`src/logic/pfcfs_cfg.svh`:
```
`ifndef PFCFS_CFG_SVH
`define PFCFS_CFG_SVH

// Clock rate and the microsecond enable derived from it.
`define PFCFS_CLK_MHZ        40
`define PFCFS_US_DIV         (`PFCFS_CLK_MHZ)

// Fault pin filter time in microseconds and its cycle count.
`define PFCFS_FILT_US        30
`define PFCFS_FILT_CYC       (`PFCFS_FILT_US * `PFCFS_CLK_MHZ)

// Timer defaults in microseconds; PFCFS_GOOD_TOGGLES is a count of toggles.
`define PFCFS_OTP_BLANK_US   5000
`define PFCFS_SAG_BLANK_US   20000
`define PFCFS_BO_BLANK_US    50000
`define PFCFS_SOFT_STOP_US   2000
`define PFCFS_SOFT_OVP_US    1000
`define PFCFS_LFREQ_DLY_US   100000
`define PFCFS_BUV_US         200000
`define PFCFS_HALF_MIN_US    7692
`define PFCFS_HALF_MAX_US    11111
`define PFCFS_GOOD_TOGGLES   4

// Register byte offsets.
`define PFCFS_ADR_CTRL       8'h00
`define PFCFS_ADR_FAULT      8'h04
`define PFCFS_ADR_IRQ_STAT   8'h08
`define PFCFS_ADR_IRQ_MASK   8'h0C

// Reset values.
`define PFCFS_CTRL_RST       1'h1
`define PFCFS_MASK_RST       9'h000

`endif

```
`src/logic/pfcfs_pkg.sv`:
```
package pfcfs_pkg;

    // Comparator and line flags from the analog front end.
    typedef struct packed {
        logic fltAboveOvp;
        logic fltBelowOtp;
        logic fltAboveRec;
        logic lineBelowStop;
        logic lineAboveStart;
        logic linePolarity;
        logic fbBelowUvp;
        logic fbAboveUvpHys;
        logic fbBelowBuv;
        logic fbAboveSoftOvp;
        logic fbAboveHardOvp;
        logic fbBelowOvpRec;
        logic fbAboveReg;
        logic static_overvoltage;
    } pfcfs_cmp_type;

    // Live fault vector, also the layout of the interrupt registers.
    typedef struct packed {
        logic hardOvp;
        logic softOvp;
        logic bulk_undervoltage_fault;
        logic feedback_undervoltage_fault;
        logic lineFreq;
        logic bo;
        logic sag;
        logic otp;
        logic ovpLatch;
    } pfcfs_flt_type;

    // Line sag sequence, one-hot.
    typedef enum logic [2:0] {
        SAG_IDLE    = 3'b001,
        SAG_SOFT    = 3'b010,
        SAG_STOPPED = 3'b100
    } pfcfs_sag_type;

endpackage : pfcfs_pkg

```
`src/logic/pfcfs_sync.sv`:
```
`timescale 1ns/10ps

// Three-stage synchroniser; a change passes once stages two and three agree.
module pfcfs_sync #(
    parameter int unsigned W = 1
) (
    // Clock and reset.
    input  wire logic         sys_clk,
    input  wire logic         resetn,
    // Asynchronous input and qualified output.
    input  wire logic [W-1:0] din,
    output logic      [W-1:0] dout
);
    logic [W-1:0] s1_r;  // First stage, read only by the second.
    logic [W-1:0] s2_r;  // Second stage.
    logic [W-1:0] s3_r;  // Third stage.

    // Bits where the last two stages agree take the new value; the rest hold.
    always_ff @(posedge sys_clk or negedge resetn)
    begin
        if (!resetn)
        begin
            s1_r <= '0;
            s2_r <= '0;
            s3_r <= '0;
            dout <= '0;
        end
        else
        begin
            s1_r <= din;
            s2_r <= s1_r;
            s3_r <= s2_r;
            dout <= (s2_r & s3_r) | (dout & (s2_r | s3_r));
        end
    end

endmodule : pfcfs_sync

```
`src/logic/pfcfs_persist_filter.sv`:
```
`timescale 1ns/10ps

// Declares a hit once the level has stood longer than LIMIT cycles.
module pfcfs_persist_filter #(
    parameter int unsigned LIMIT = 1200
) (
    // Clock and reset.
    input  wire logic sys_clk,
    input  wire logic resetn,
    // Condition and filtered result.
    input  wire logic level,
    output logic      hit
);
    localparam int unsigned CW = $clog2(LIMIT + 2);
    localparam logic [CW-1:0] LIM = CW'(LIMIT);

    logic [CW-1:0] cnt_r;  // Cycles the level has been continuously high.

    // Any drop of the level restarts the count, so noise never accumulates.
    always_ff @(posedge sys_clk or negedge resetn)
    begin
        if (!resetn)
        begin
            cnt_r <= '0;
            hit   <= 1'b0;
        end
        else
        begin
            cnt_r <= !level ? '0 : (cnt_r == LIM ? cnt_r : cnt_r + 1'b1);
            hit   <= level && (cnt_r == LIM);
        end
    end

endmodule : pfcfs_persist_filter

```
`src/logic/pfcfs_fault_supervisor.sv`:
```
// Design decisions made here: the placing of the registers and the Wishbone register port.
`timescale 1ns/10ps
`include "pfcfs_cfg.svh"

// Contract
// - Upper fault pin trip latches drives off.
// - Lower fault pin trip stops switching, overtemperature.
// - Between thresholds no fault pin fault.
// - Overtemperature clears itself above recovery threshold.
// - Overtemperature blanked for interval after power-up.
// - Both fault pin conditions need persistent filtering.
// - Line sag: soft stop, then drives off.
// - Brownout resets controller, polarity off.
// - Bad line period stops rectifiers, then more.
// - Feedback undervoltage disables drives with hysteresis.
// - Bulk undervoltage stops drives, restarts on timer.
// - Soft overvoltage sequence then PWM off.
// - Hard overvoltage stops PWM at once.
// - Downstream-ok held low until regulation reached.
module pfcfs_fault_supervisor #(
    parameter int unsigned OTP_BLANK_US = `PFCFS_OTP_BLANK_US,
    parameter int unsigned SAG_BLANK_US = `PFCFS_SAG_BLANK_US,
    parameter int unsigned BO_BLANK_US  = `PFCFS_BO_BLANK_US,
    parameter int unsigned SOFT_STOP_US = `PFCFS_SOFT_STOP_US,
    parameter int unsigned SOFT_OVP_US  = `PFCFS_SOFT_OVP_US,
    parameter int unsigned LFREQ_DLY_US = `PFCFS_LFREQ_DLY_US,
    parameter int unsigned BUV_US       = `PFCFS_BUV_US,
    parameter int unsigned HALF_MIN_US  = `PFCFS_HALF_MIN_US,
    parameter int unsigned HALF_MAX_US  = `PFCFS_HALF_MAX_US
) (
    // Clock and master reset.
    input  wire logic                   sys_clk,
    input  wire logic                   resetn,
    // Comparator flags, asynchronous to sys_clk.
    input  wire pfcfs_pkg::pfcfs_cmp_type cmpRaw,
    // Wishbone classic slave.
    input  wire logic                   wbCyc,
    input  wire logic                   wbStb,
    input  wire logic                   wbWe,
    input  wire logic [7:0]             wbAdr,
    input  wire logic [3:0]             wbSel,
    input  wire logic [31:0]            wbDatW,
    output logic                        wbAck,
    output logic [31:0]                 wbDatR,
    // Drive gating and status.
    output logic                        pwmEnable,
    output logic                        srEnable,
    output logic                        polarityEnable,
    output logic                        downstreamOk,
    output logic                        skipAllowed,
    output logic                        controllerReset,
    output logic                        irq
);
    localparam logic [23:0] T_BLANK = 24'(OTP_BLANK_US);
    localparam logic [23:0] T_SAG   = 24'(SAG_BLANK_US);
    localparam logic [23:0] T_BO    = 24'(BO_BLANK_US);
    localparam logic [23:0] T_SOFT  = 24'(SOFT_STOP_US);
    localparam logic [23:0] T_SOVP  = 24'(SOFT_OVP_US);
    localparam logic [23:0] T_LFDLY = 24'(LFREQ_DLY_US);
    localparam logic [23:0] BULK_FAULT_RESTART_TIMER   = 24'(BUV_US);
    localparam logic [23:0] T_HMIN  = 24'(HALF_MIN_US);
    localparam logic [23:0] T_HMAX  = 24'(HALF_MAX_US);
    localparam logic [5:0]  US_LAST = 6'(`PFCFS_US_DIV - 1);
    localparam logic [2:0]  GOOD_LAST = 3'(`PFCFS_GOOD_TOGGLES - 1);

    pfcfs_pkg::pfcfs_cmp_type cmp;       // Qualified comparator flags.
    logic                     ovpFilt;   // Upper threshold held past filter.
    logic                     otpFilt;   // Lower threshold held past filter.

    // All flags cross into sys_clk through one synchroniser bank.
    pfcfs_sync #(.W($bits(pfcfs_pkg::pfcfs_cmp_type))) uSync (
        .sys_clk (sys_clk),
        .resetn  (resetn),
        .din     (cmpRaw),
        .dout    (cmp)
    );

    // Fault pin detectors only trip on the extremes, never inside the band.
    pfcfs_persist_filter #(.LIMIT(`PFCFS_FILT_CYC)) uOvpFilt (
        .sys_clk (sys_clk),
        .resetn  (resetn),
        .level   (cmp.fltAboveOvp),
        .hit     (ovpFilt)
    );
    pfcfs_persist_filter #(.LIMIT(`PFCFS_FILT_CYC)) uOtpFilt (
        .sys_clk (sys_clk),
        .resetn  (resetn),
        .level   (cmp.fltBelowOtp),
        .hit     (otpFilt)
    );

    logic [5:0]  divCnt_r;      // Microsecond divider.
    logic        usTick_r;      // One-cycle microsecond enable.
    logic [23:0] blankCnt_r;    // Power-up blanking counter.
    logic [23:0] lowCnt_r;      // Time the line has been below stop.
    logic [23:0] softCnt_r;     // Soft stop progress.
    logic [23:0] halfCnt_r;     // Time since last polarity toggle.
    logic [23:0] lfDlyCnt_r;    // Line period fault delay.
    logic [23:0] sovpCnt_r;     // Soft overvoltage sequence progress.
    logic [23:0] buvCnt_r;      // Bulk fault restart timer.
    logic [2:0]  goodCnt_r;     // Consecutive in-window toggles.
    logic        polPrev_r;     // Previous line polarity.
    logic        ovpLatch_r;    // Fault pin overvoltage latch.
    logic        otp_r;         // Overtemperature fault.
    logic        bo_r;          // Brownout fault.
    logic        lf1_r;         // Line period out of window.
    logic        lf2_r;         // Line period fault after delay.
    logic        uvp_r;         // Feedback undervoltage.
    logic        buv_r;         // Bulk undervoltage.
    logic        softOvp_r;     // Soft overvoltage.
    logic        hardOvp_r;     // Hard overvoltage.
    logic        regFlag_r;     // Internal downstream-ok flag.
    logic        ctrlEn_r;      // Software drive enable.
    pfcfs_pkg::pfcfs_sag_type sagState_r;  // Line sag sequence.
    pfcfs_pkg::pfcfs_flt_type fltPrev_r;   // Fault vector last cycle.
    pfcfs_pkg::pfcfs_flt_type irqStat_r;   // Sticky fault events.
    pfcfs_pkg::pfcfs_flt_type irqMask_r;   // Interrupt mask.

    // Decoded conditions.
    wire blankDone = (blankCnt_r == T_BLANK);
    wire sagSet    = cmp.lineBelowStop && (lowCnt_r >= T_SAG);
    wire boSet     = cmp.lineBelowStop && (lowCnt_r >= T_BO);
    wire sagActive = (sagState_r != pfcfs_pkg::SAG_IDLE);
    wire sagOff    = (sagState_r == pfcfs_pkg::SAG_STOPPED);
    wire polToggle = (cmp.linePolarity != polPrev_r);
    wire inWindow  = (halfCnt_r >= T_HMIN) && (halfCnt_r <= T_HMAX);
    wire goodTog   = polToggle && inWindow;
    wire badLine   = (polToggle && !inWindow) || (halfCnt_r > T_HMAX);
    wire sovpOff   = softOvp_r && (sovpCnt_r == T_SOVP);
    wire buvDone   = buv_r && (buvCnt_r == BULK_FAULT_RESTART_TIMER);

    // Microsecond enable; every slow timer advances on it.
    always_ff @(posedge sys_clk or negedge resetn)
    begin
        if (!resetn)
        begin
            divCnt_r <= 6'h00;
            usTick_r <= 1'b0;
        end
        else
        begin
            divCnt_r <= (divCnt_r == US_LAST) ? 6'h00 : divCnt_r + 6'h01;
            usTick_r <= (divCnt_r == US_LAST);
        end
    end

    // Timers. All but softCnt_r and buvCnt_r saturate, so that a long fault never wraps to a false pass.
    always_ff @(posedge sys_clk or negedge resetn)
    begin
        if (!resetn)
        begin
            blankCnt_r <= 24'h00_0000;
            lowCnt_r   <= 24'h00_0000;
            softCnt_r  <= 24'h00_0000;
            halfCnt_r  <= 24'h00_0000;
            lfDlyCnt_r <= 24'h00_0000;
            sovpCnt_r  <= 24'h00_0000;
            buvCnt_r   <= 24'h00_0000;
        end
        else
        begin
            if (usTick_r && !blankDone)
                blankCnt_r <= blankCnt_r + 24'h00_0001;
            if (!cmp.lineBelowStop)
                lowCnt_r <= 24'h00_0000;
            else if (usTick_r && lowCnt_r != 24'hFF_FFFF)
                lowCnt_r <= lowCnt_r + 24'h00_0001;
            if (sagState_r != pfcfs_pkg::SAG_SOFT)
                softCnt_r <= 24'h00_0000;
            else if (usTick_r)
                softCnt_r <= softCnt_r + 24'h00_0001;
            if (polToggle)
                halfCnt_r <= 24'h00_0000;
            else if (usTick_r && halfCnt_r != 24'hFF_FFFF)
                halfCnt_r <= halfCnt_r + 24'h00_0001;
            if (!lf1_r)
                lfDlyCnt_r <= 24'h00_0000;
            else if (usTick_r && lfDlyCnt_r != T_LFDLY)
                lfDlyCnt_r <= lfDlyCnt_r + 24'h00_0001;
            if (!softOvp_r)
                sovpCnt_r <= 24'h00_0000;
            else if (usTick_r && !sovpOff)
                sovpCnt_r <= sovpCnt_r + 24'h00_0001;
            // A line sag cancels the bulk restart timer.
            if (!buv_r || sagActive || buvDone)
                buvCnt_r <= 24'h00_0000;
            else if (usTick_r)
                buvCnt_r <= buvCnt_r + 24'h00_0001;
        end
    end

    // Line sag sequence: soft stop first, drives off once it ends.
    always_ff @(posedge sys_clk or negedge resetn)
    begin
        if (!resetn)
            sagState_r <= pfcfs_pkg::SAG_IDLE;
        else if (cmp.lineAboveStart)
            sagState_r <= pfcfs_pkg::SAG_IDLE;
        else
        begin
            case (sagState_r)
                pfcfs_pkg::SAG_IDLE:
                    if (sagSet)
                        sagState_r <= pfcfs_pkg::SAG_SOFT;
                pfcfs_pkg::SAG_SOFT:
                    if (softCnt_r == T_SOFT)
                        sagState_r <= pfcfs_pkg::SAG_STOPPED;
                default:
                    sagState_r <= pfcfs_pkg::SAG_STOPPED;
            endcase
        end
    end

    // Fault pin faults. The overvoltage latch only leaves on master reset.
    always_ff @(posedge sys_clk or negedge resetn)
    begin
        if (!resetn)
        begin
            ovpLatch_r <= 1'b0;
            otp_r      <= 1'b0;
        end
        else
        begin
            if (ovpFilt)
                ovpLatch_r <= 1'b1;
            if (otpFilt && blankDone)
                otp_r <= 1'b1;
            else if (cmp.fltAboveRec)
                otp_r <= 1'b0;
        end
    end

    // Line and feedback faults.
    always_ff @(posedge sys_clk or negedge resetn)
    begin
        if (!resetn)
        begin
            bo_r      <= 1'b0;
            lf1_r     <= 1'b0;
            lf2_r     <= 1'b0;
            goodCnt_r <= 3'h0;
            polPrev_r <= 1'b0;
            uvp_r     <= 1'b0;
            buv_r     <= 1'b0;
            softOvp_r <= 1'b0;
            hardOvp_r <= 1'b0;
            regFlag_r <= 1'b0;
        end
        else
        begin
            polPrev_r <= cmp.linePolarity;
            if (boSet)
                bo_r <= 1'b1;
            else if (cmp.lineAboveStart)
                bo_r <= 1'b0;
            // Four toggles in a row inside the window clear both stages.
            if (badLine)
            begin
                lf1_r     <= 1'b1;
                goodCnt_r <= 3'h0;
            end
            else if (goodTog && lf1_r)
            begin
                if (goodCnt_r == GOOD_LAST)
                begin
                    lf1_r     <= 1'b0;
                    goodCnt_r <= 3'h0;
                end
                else
                    goodCnt_r <= goodCnt_r + 3'h1;
            end
            if (!lf1_r)
                lf2_r <= 1'b0;
            else if (lfDlyCnt_r == T_LFDLY)
                lf2_r <= 1'b1;
            if (cmp.fbBelowUvp)
                uvp_r <= 1'b1;
            else if (cmp.fbAboveUvpHys)
                uvp_r <= 1'b0;
            if (buvDone)
                buv_r <= 1'b0;
            else if (regFlag_r && cmp.fbBelowBuv)
                buv_r <= 1'b1;
            if (cmp.fbAboveSoftOvp)
                softOvp_r <= 1'b1;
            else if (cmp.fbBelowOvpRec)
                softOvp_r <= 1'b0;
            if (cmp.fbAboveHardOvp)
                hardOvp_r <= 1'b1;
            else if (cmp.fbBelowOvpRec)
                hardOvp_r <= 1'b0;
            if (cmp.fbAboveReg)
                regFlag_r <= 1'b1;
        end
    end

    // Drive gating. Each fault removes exactly the drives it must.
    wire driveBase = ctrlEn_r && regFlag_r && !ovpLatch_r && !otp_r && !bo_r
                     && !uvp_r && !buv_r && !sagOff;
    wire pwmNxt    = driveBase && !lf2_r && !sovpOff && !hardOvp_r;
    wire srNxt     = driveBase && !lf1_r;
    wire okNxt     = regFlag_r && !ovpLatch_r && !otp_r && !lf2_r && !uvp_r
                     && !buv_r && !(sagActive && cmp.static_overvoltage)
                     && !(bo_r && cmp.static_overvoltage);

    // Outputs leave from flip-flops.
    always_ff @(posedge sys_clk or negedge resetn)
    begin
        if (!resetn)
        begin
            pwmEnable       <= 1'b0;
            srEnable        <= 1'b0;
            polarityEnable  <= 1'b0;
            downstreamOk    <= 1'b0;
            skipAllowed     <= 1'b0;
            controllerReset <= 1'b0;
        end
        else
        begin
            pwmEnable       <= pwmNxt;
            srEnable        <= srNxt;
            polarityEnable  <= !bo_r;
            downstreamOk    <= okNxt;
            skipAllowed     <= regFlag_r;
            controllerReset <= bo_r;
        end
    end

    // Fault vector and its rising edges as interrupt events.
    pfcfs_pkg::pfcfs_flt_type flt;
    assign flt = '{hardOvp: hardOvp_r, softOvp: softOvp_r, bulk_undervoltage_fault: buv_r, feedback_undervoltage_fault: uvp_r,
                   lineFreq: lf1_r, bo: bo_r, sag: sagActive, otp: otp_r,
                   ovpLatch: ovpLatch_r};
    wire [8:0]  fltEvt  = flt & ~fltPrev_r;

    // Bus decode; the slave answers one cycle after the strobe.
    wire        busHit  = wbCyc && wbStb && !wbAck;
    wire        busWr   = busHit && wbWe;
    wire        selCtrl = (wbAdr == `PFCFS_ADR_CTRL);
    wire        selFlt  = (wbAdr == `PFCFS_ADR_FAULT);
    wire        selStat = (wbAdr == `PFCFS_ADR_IRQ_STAT);
    wire        selMask = (wbAdr == `PFCFS_ADR_IRQ_MASK);
    wire [8:0]  laneMsk = {wbSel[1], {8{wbSel[0]}}};
    wire [8:0]  wrBits  = wbDatW[8:0] & laneMsk;
    wire [8:0]  statClr = (busWr && selStat) ? wrBits : 9'h000;
    wire [8:0]  statNxt = (irqStat_r & ~statClr) | fltEvt;
    wire [8:0]  maskNxt = (busWr && selMask) ? ((irqMask_r & ~laneMsk) | wrBits)
                                               : irqMask_r;
    wire [31:0] rdMux   = selCtrl ? {31'h0000_0000, ctrlEn_r}
                        : selFlt  ? {23'h00_0000, flt}
                        : selStat ? {23'h00_0000, irqStat_r}
                        : selMask ? {23'h00_0000, irqMask_r}
                        : 32'h0000_0000;

    // Register file. A new event wins over a write-one-to-clear.
    always_ff @(posedge sys_clk or negedge resetn)
    begin
        if (!resetn)
        begin
            ctrlEn_r  <= `PFCFS_CTRL_RST;
            fltPrev_r <= '0;
            irqStat_r <= '0;
            irqMask_r <= `PFCFS_MASK_RST;
            wbAck     <= 1'b0;
            wbDatR    <= 32'h0000_0000;
            irq       <= 1'b0;
        end
        else
        begin
            if (busWr && selCtrl && wbSel[0])
                ctrlEn_r <= wbDatW[0];
            fltPrev_r <= flt;
            irqStat_r <= statNxt;
            irqMask_r <= maskNxt;
            wbAck     <= busHit;
            if (busHit)
                wbDatR <= rdMux;
            irq       <= |(statNxt & maskNxt);
        end
    end
endmodule : pfcfs_fault_supervisor

```
`config.mk`:
```
export PLATFORM = sky130hd
export DESIGN_NAME = pfcfs_fault_supervisor
export DESIGN_NICKNAME = d
export VERILOG_FILES = /design/src/logic/pfcfs_pkg.sv /design/src/logic/pfcfs_sync.sv /design/src/logic/pfcfs_persist_filter.sv /design/src/logic/pfcfs_fault_supervisor.sv
export VERILOG_INCLUDE_DIRS = /design/src /design/src/logic
export SDC_FILE = /design/constraint.sdc
export NUM_CORES = 1
export LEC_CHECK = 0
export ABC_AREA = 0
export BUFFER_PORTS_ARGS = -buffer_cell sky130_fd_sc_hd__buf_2
export CORE_MARGIN = 5
export CORE_UTILIZATION = 40
export CTS_CLUSTER_DIAMETER = 100
export DETAILED_ROUTE_END_ITERATION = 6
export PLACE_DENSITY = 0.6
export SYNTH_ARGS = -nofsm -noshare
export SYNTH_HDL_FRONTEND = slang
export SYNTH_SLANG_ARGS = --single-unit
```
`constraint.sdc`:
```
create_clock -name sys_clk -period 3 [get_ports sys_clk]
set_input_delay 0.3 -clock sys_clk [delete_from_list [all_inputs] [get_ports sys_clk]]
set_output_delay 0.3 -clock sys_clk [all_outputs]
set_load 0.005 [all_outputs]
```
* Word level (Yosys, flattened, before mapping)
Index checks and enable logic that the tools add are counted.
** Word-level totals
- Memory bits (writable) :: 0
- Bits in registers :: 339
- Memories :: 0
- Word-level logic and storage cells :: 248
- Latch bits :: 0
- Bits in read-only memories :: 0
- Output and inout port bits :: 40
- Input port bits :: 63
** Cells by class
- Multipliers :: 0
- Mux-type cells :: 46
- Reductions and logical operators :: 77
- Equal/unequal tests :: 29
- $add $sub $neg :: 11
- $lt $le $gt $ge :: 5
- Div/mod/pow operators :: 0
- Bitwise logic cells :: 14
- Shift operators :: 0
** Operators by type and width (count)
- two-way mux 24 bit :: 12
- adder 24 x 1 -> 24 bit, second input constant :: 7
- two-way mux 9 bit :: 6
- inequality test 24 bit, second input constant :: 2
- bitwise AND 9 bit :: 5
- logical AND 1 bit :: 44
- two-way mux 11 bit :: 4
- bitwise AND 14 bit :: 2
- OR 14 bit :: 2
- NOT 9 bit :: 3
- equality test 24 x 10 -> 1 bit, second input constant :: 1
- equality test 24 x 11 -> 1 bit, second input constant :: 1
- equality test 24 x 13 -> 1 bit, second input constant :: 1
- equality test 24 x 17 -> 1 bit, second input constant :: 1
- equality test 24 x 18 -> 1 bit, second input constant :: 1
- greater-or-equal comparator 24 x 13 -> 1 bit, second input constant :: 1
- greater-or-equal comparator 24 x 15 -> 1 bit, second input constant :: 1
- greater-or-equal comparator 24 x 16 -> 1 bit, second input constant :: 1
- > comparator 24 x 14 -> 1 bit, second input constant :: 1
- <= comparator 24 x 14 -> 1 bit, second input constant :: 1
- inequality test 24 x 17 -> 1 bit, second input constant :: 1
- adder 11 x 1 -> 11 bit, second input constant :: 2
- equality test 11 bit, second input constant :: 2
- nonzero test 2 bit :: 11
- 23 further kinds :: 69

* Depth between registers and ports, before layout
- Depth after elaboration :: 10
- Depth in mapped cells :: 9

* Cells and area by module
A second synthesis with hierarchy kept.
** Unflattened totals
- Cell total of the unflattened synthesis :: 1404
- Area, all modules :: 14671.6 um^2
** Modules (own cells, without submodules)
- pfcfs_fault_supervisor :: times used 1, cells an instance 1206, area an instance 11866.4 um^2
- pfcfs_sync :: times used 1, cells an instance 70, area an instance 1559.0 um^2
- pfcfs_persist_filter :: times used 2, cells an instance 64, area an instance 623.1 um^2

* Worst setup path after synthesis
No wires, ideal clock.
- Path type :: input to register
- From :: in wbAdr[1]
- To :: reg irq
- Arrival :: 2.329 ns
- Stages on the path :: 6
- Path buffers :: 0
- Path slack :: 0.531 ns
- Required time :: 2.859 ns
- Library setup time :: 0.141 ns
- Cell sequence :: or4_4 -> nor4_4 -> mux2_2 -> a21boi_2 -> a2111oi_1 -> nand4bb_1
** RTL lines
- start: declaration :: line pfcfs_fault_supervisor.sv:40 : input wire logic [7:0] wbAdr,
- equality test 8 x 4 -> 1 bit (no source line)
- logical AND 1 bit :: line pfcfs_fault_supervisor.sv:347 : wire [8:0] maskNxt = (busWr && selMask) ? ((irqMask_r & ~laneMsk) | wrBits)
- two-way mux 9 bit :: line pfcfs_fault_supervisor.sv:347
- net maskNxt[1] :: line pfcfs_fault_supervisor.sv:347
- bitwise AND 9 bit :: line pfcfs_fault_supervisor.sv:378 : irq <= |(statNxt & maskNxt);
- OR reduction 9 bit :: line pfcfs_fault_supervisor.sv:378
- end signal: assignment :: line pfcfs_fault_supervisor.sv:378
- end: declaration :: line pfcfs_fault_supervisor.sv:52 : output logic irq
The timed path passes the listed nets, and every way through them passes these cells.
A chain may end at the register's enable or synchronous reset.

* Final worst setup path
- From :: reg sovpCnt_r[18]
- To :: reg sovpCnt_r[16]
** Between the ends
- Cells in the longest elaborated chain, start to end :: 5
** RTL lines
- start: declaration :: line pfcfs_fault_supervisor.sv:99 : logic [23:0] sovpCnt_r;
- start signal: assignment :: line pfcfs_fault_supervisor.sv:183 : sovpCnt_r <= sovpCnt_r + 24'h00_0001;
- equality test 24 x 10 -> 1 bit :: line pfcfs_fault_supervisor.sv:129 : wire sovpOff = softOvp_r && (sovpCnt_r == T_SOVP);
- logical AND 1 bit :: line pfcfs_fault_supervisor.sv:129
- logical NOT 1 bit :: line pfcfs_fault_supervisor.sv:182 : else if (usTick_r && !sovpOff)
- logical AND 1 bit :: line pfcfs_fault_supervisor.sv:182
- inequality test 2 x 1 -> 1 bit (no source line)
No other way between the ends.

==> out/qor.csv <==
stage,metric,value,unit
setup_path,CP Launch Type,register,
routing,DRT iter0 DRCs,534,
grt,pin count of the biggest net entering global routing,91,
die,IO Count,103,
cts,number of setup buffers added after CTS,0,
cts,clock transition at the registers of the reported paths,0.06,ns
setup_path,critical path's top delay family,simple AND/OR/NAND/NOR gates,
hold_path,class of the worst hold path,in2reg,
cts,root buffer cell,clkbuf_16,
grt,GRT Total Usage,14.44,%
sta,headroom to the max-slew limit,44.57,%
sta,Fin. Hold Viols,0,
setup_path,CP arrival,2.95,ns
sta,setup violators final,0,
sta,Least-Margin Pin Slew,0.8238,ns
cells_and_area,Layout Nets,1549,
routing,WL final,29100,um
sta,Final min period,2.518,ns
grt,vias in the first global route,9901,
sta,fmax,397.2,MHz
grt,initial antenna violation count,1,
job,total of max-cap violations,0,
cts,clk_lat worst skew,0.52,ns
yosys,register area share after synthesis,54.31,%
sta,post-route clock period utilization,83.92,%
cts,H-tree levels,2,
routing,mean routed wirelength per cell,14.90,um
power,leakage power,7.406,nW
grt,global route total overflow,0,
grt,first-pass GRT wire length,49720,um
setup_path,Max stage delay on crit path,0.52,ns
cells_and_area,Antenna Cells,0,
sta,Slew Limit Fails,0,
status,outcome,"complete, no violations",
routing,drt first pass iters,5,
routing,Final ANT Viol Nets,0,
die,Die Height,200.8,um
setup_path,kind of critical path,reg2reg,
placement,GP Congestion,0.7961,
yosys,main flop type after synthesis,dfrtp_1,
placement,dpl hpwl,19710,um
routing,Vias/cell,5.095,
die,die area,0.04033,mm^2
placement,Port-buffer cells,54,
cts,number of clock sinks,316,
setup_path,Worst EP required,3.43,ns
cts,post_cts resized,0,
power,pwr dens,555.5,mW/mm^2
cts,Clock Tree Buf Depth,3,
yosys,Netlist cell types,74,
die,Initial Utilization,40.75,%
yosys,Yosys top cell by area,dfrtp_1,
cells_and_area,layout cells sized above 1,11.73,%
die,Core Rows,69,
routing,Vias,9951,
yosys,Ys Warns,0,
sta,final setup skew,0.009857,ns
die,core footprint,0.03574,mm^2
setup_path,CP max-delay cell,or4_1,
setup_path,sequence of cells on the critical path,or4_1 -> or4_4 -> o21ai_4 -> a211oi_2 -> nand3_1 -> mux2i_1,
routing,residual DRC count,0,
setup_path,Buf/Inv on CP,0,
yosys,Post-synth ARST share,100.0,%
yosys,Seq cells post-synth,316,
yosys,largest cells by area after synthesis,"dfrtp_1 54%, xor2_1 5.2%, xnor2_1 4.5%",
cts,CTS tree,built,
sta,RSZ-0062 raised after global routing,no,
setup_path,worst-path fanout max,15,
yosys,number of cells produced by synthesis,1376,
yosys,Post-synth EDFFs,0,
cells_and_area,Area growth syn-to-layout,14.81,%
yosys,Post-Syn Area,0.01456,mm^2
die,Die Width,200.8,um
sta,sum of negative setup slack,0,ns
cells_and_area,Final Util,46.78,%
yosys,syn avg cell area,10.58,um^2
power,Max rail drop VDD,0.4685,mV
cts,total CTS buffers,36,
setup_path,Setup crit end kind,register,
yosys,post-synth top area share,53.95,%
==> layer usage <==
layer  vias up  global-route usage [%]  part of all wire (%)
li1       4894                       -                     -
met1      4871                   21.05                    50
met2       143                   22.43                    45
met3        43                   2.633                   3.6
met4         0                   3.736                   1.9
met5         -                       0                     0
==> power breakdown <==
part	switching (W)	internal, W	leakage, nW	total (W)
sequential	0.0000740	0.00436	4.15	0.00443
combinational	0.000289	0.000151	2.67	0.000440
clock	0.00168	0.00274	0.580	0.00442
==> cell usage after synthesis (3+ instances only) <==
master,number
a21oi_1,26
nand2b_1,9
nor3_1,33
nor3b_1,3
xor2_1,86
and4_1,15
clkbuf_1,35
mux2_2,14
o21ai_0,37
o31a_1,3
ha_1,20
a21boi_2,3
a22oi_1,8
xnor2_1,74
a21boi_1,3
maj3_1,14
nand2_1,112
a21boi_0,5
a21o_1,5
dfrtp_1,314
or3_1,20
a22o_1,6
mux2i_1,9
or4_1,8
nand4b_1,4
and2_1,48
inv_1,51
and3_1,27
nand4_1,54
nor2_1,138
nand3_1,70
nor2b_1,4
nor4_1,24
nor3_2,3
buf_4,23
nor4b_1,12
or2_2,6
==> cell usage in the layout, fill, tap and decap left out, types with 37 or more instances in the layout <==
master     instances
and2_1            48
nand3_1           70
buf_2             53
nand4_1           54
inv_1             51
clkbuf_16         37
dfrtp_1          314
xnor2_1           74
nand2_1          112
nor2_1           138
o21ai_0           37
xor2_1            86
==> cells by family (layout without fill, tap and decap cells) <==
| group | Yosys count | in the layout | synth area share, % |
|---|---|---|---|
| adder cells (fa/ha/maj) | 34 | 34 | 2.680 |
| other | 1 | 23 | 0.02575 |
| AO/OA/AOI/OAI | 123 | 123 | 5.842 |
| flip-flops | 316 | 316 | 54.31 |
| multiplexers | 24 | 24 | 1.856 |
| AND/OR/NAND/NOR | 605 | 605 | 22.09 |
| buffers and inverters | 113 | 207 | 3.574 |
| XOR/XNOR | 160 | 160 | 9.622 |
==> stage by stage <==
stage	hold WS (ns)	instances	setup WS, ns	instance area, um^2	total power [W]
finish	0.03819	1953	0.4823	16720	0.009288
global route	0.05266	1953	0.3223	16720	0.009707
CTS	0.02182	1953	0.4727	16720	0.009466
detailed placement	0.3175	1874	0.2316	15380	0.004947
global placement	0.3192	1874	0.2440	15380	0.004934
floorplan	0.004409	1398	0.5305	14650	0.004735
==> area by class of cell <==
type	count	area, um^2
sequential	316	7910
inverter	51	191.4
clock inverter	9	147.6
clock buffer	55	1044
fill	3358	19020
tap	461	576.8
multi-input combinational	969	6223
timing repair buffer	92	628.1
==> worst paths after layout <==
path                                    start  cells after the start                end  slack (ns)
worst min-delay path                wbDatW[0]                      3           ctrlEn_r        0.04
worst max-delay path            sovpCnt_r[18]                      6      sovpCnt_r[16]        0.48
worst max register to register  sovpCnt_r[18]                      6      sovpCnt_r[16]        0.48
worst min register to register  uSync.s1_r[8]                      0      uSync.s2_r[8]        0.34
min in group asynchronous              resetn                      2       halfCnt_r[2]        0.33
max in group asynchronous              resetn                      3  uOvpFilt.cnt_r[0]        1.65
==> flip-flops by register name, summed over array words and instances, names as in the netlist, 24 cells and up <==
register    cells
softCnt_r      24
buvCnt_r       24
blankCnt_r     24
lfDlyCnt_r     24
lowCnt_r       24
halfCnt_r      24
sovpCnt_r      24
==> what timing repair did <==
item	in CTS	in global routing
setup endpoints to repair	0	0
hold buffers	15	0
hold endpoints to repair	80	0
==> worst reg2reg max path, cell delays in order, from the launching register on <==
cell and delay, ns:
dfrtp_1 0.42, or4_1 0.52, or4_4 0.48, o21ai_4 0.42, a211oi_2 0.22, nand3_1 0.14
mux2i_1 0.22
Power figures use the tool's default switching activity.
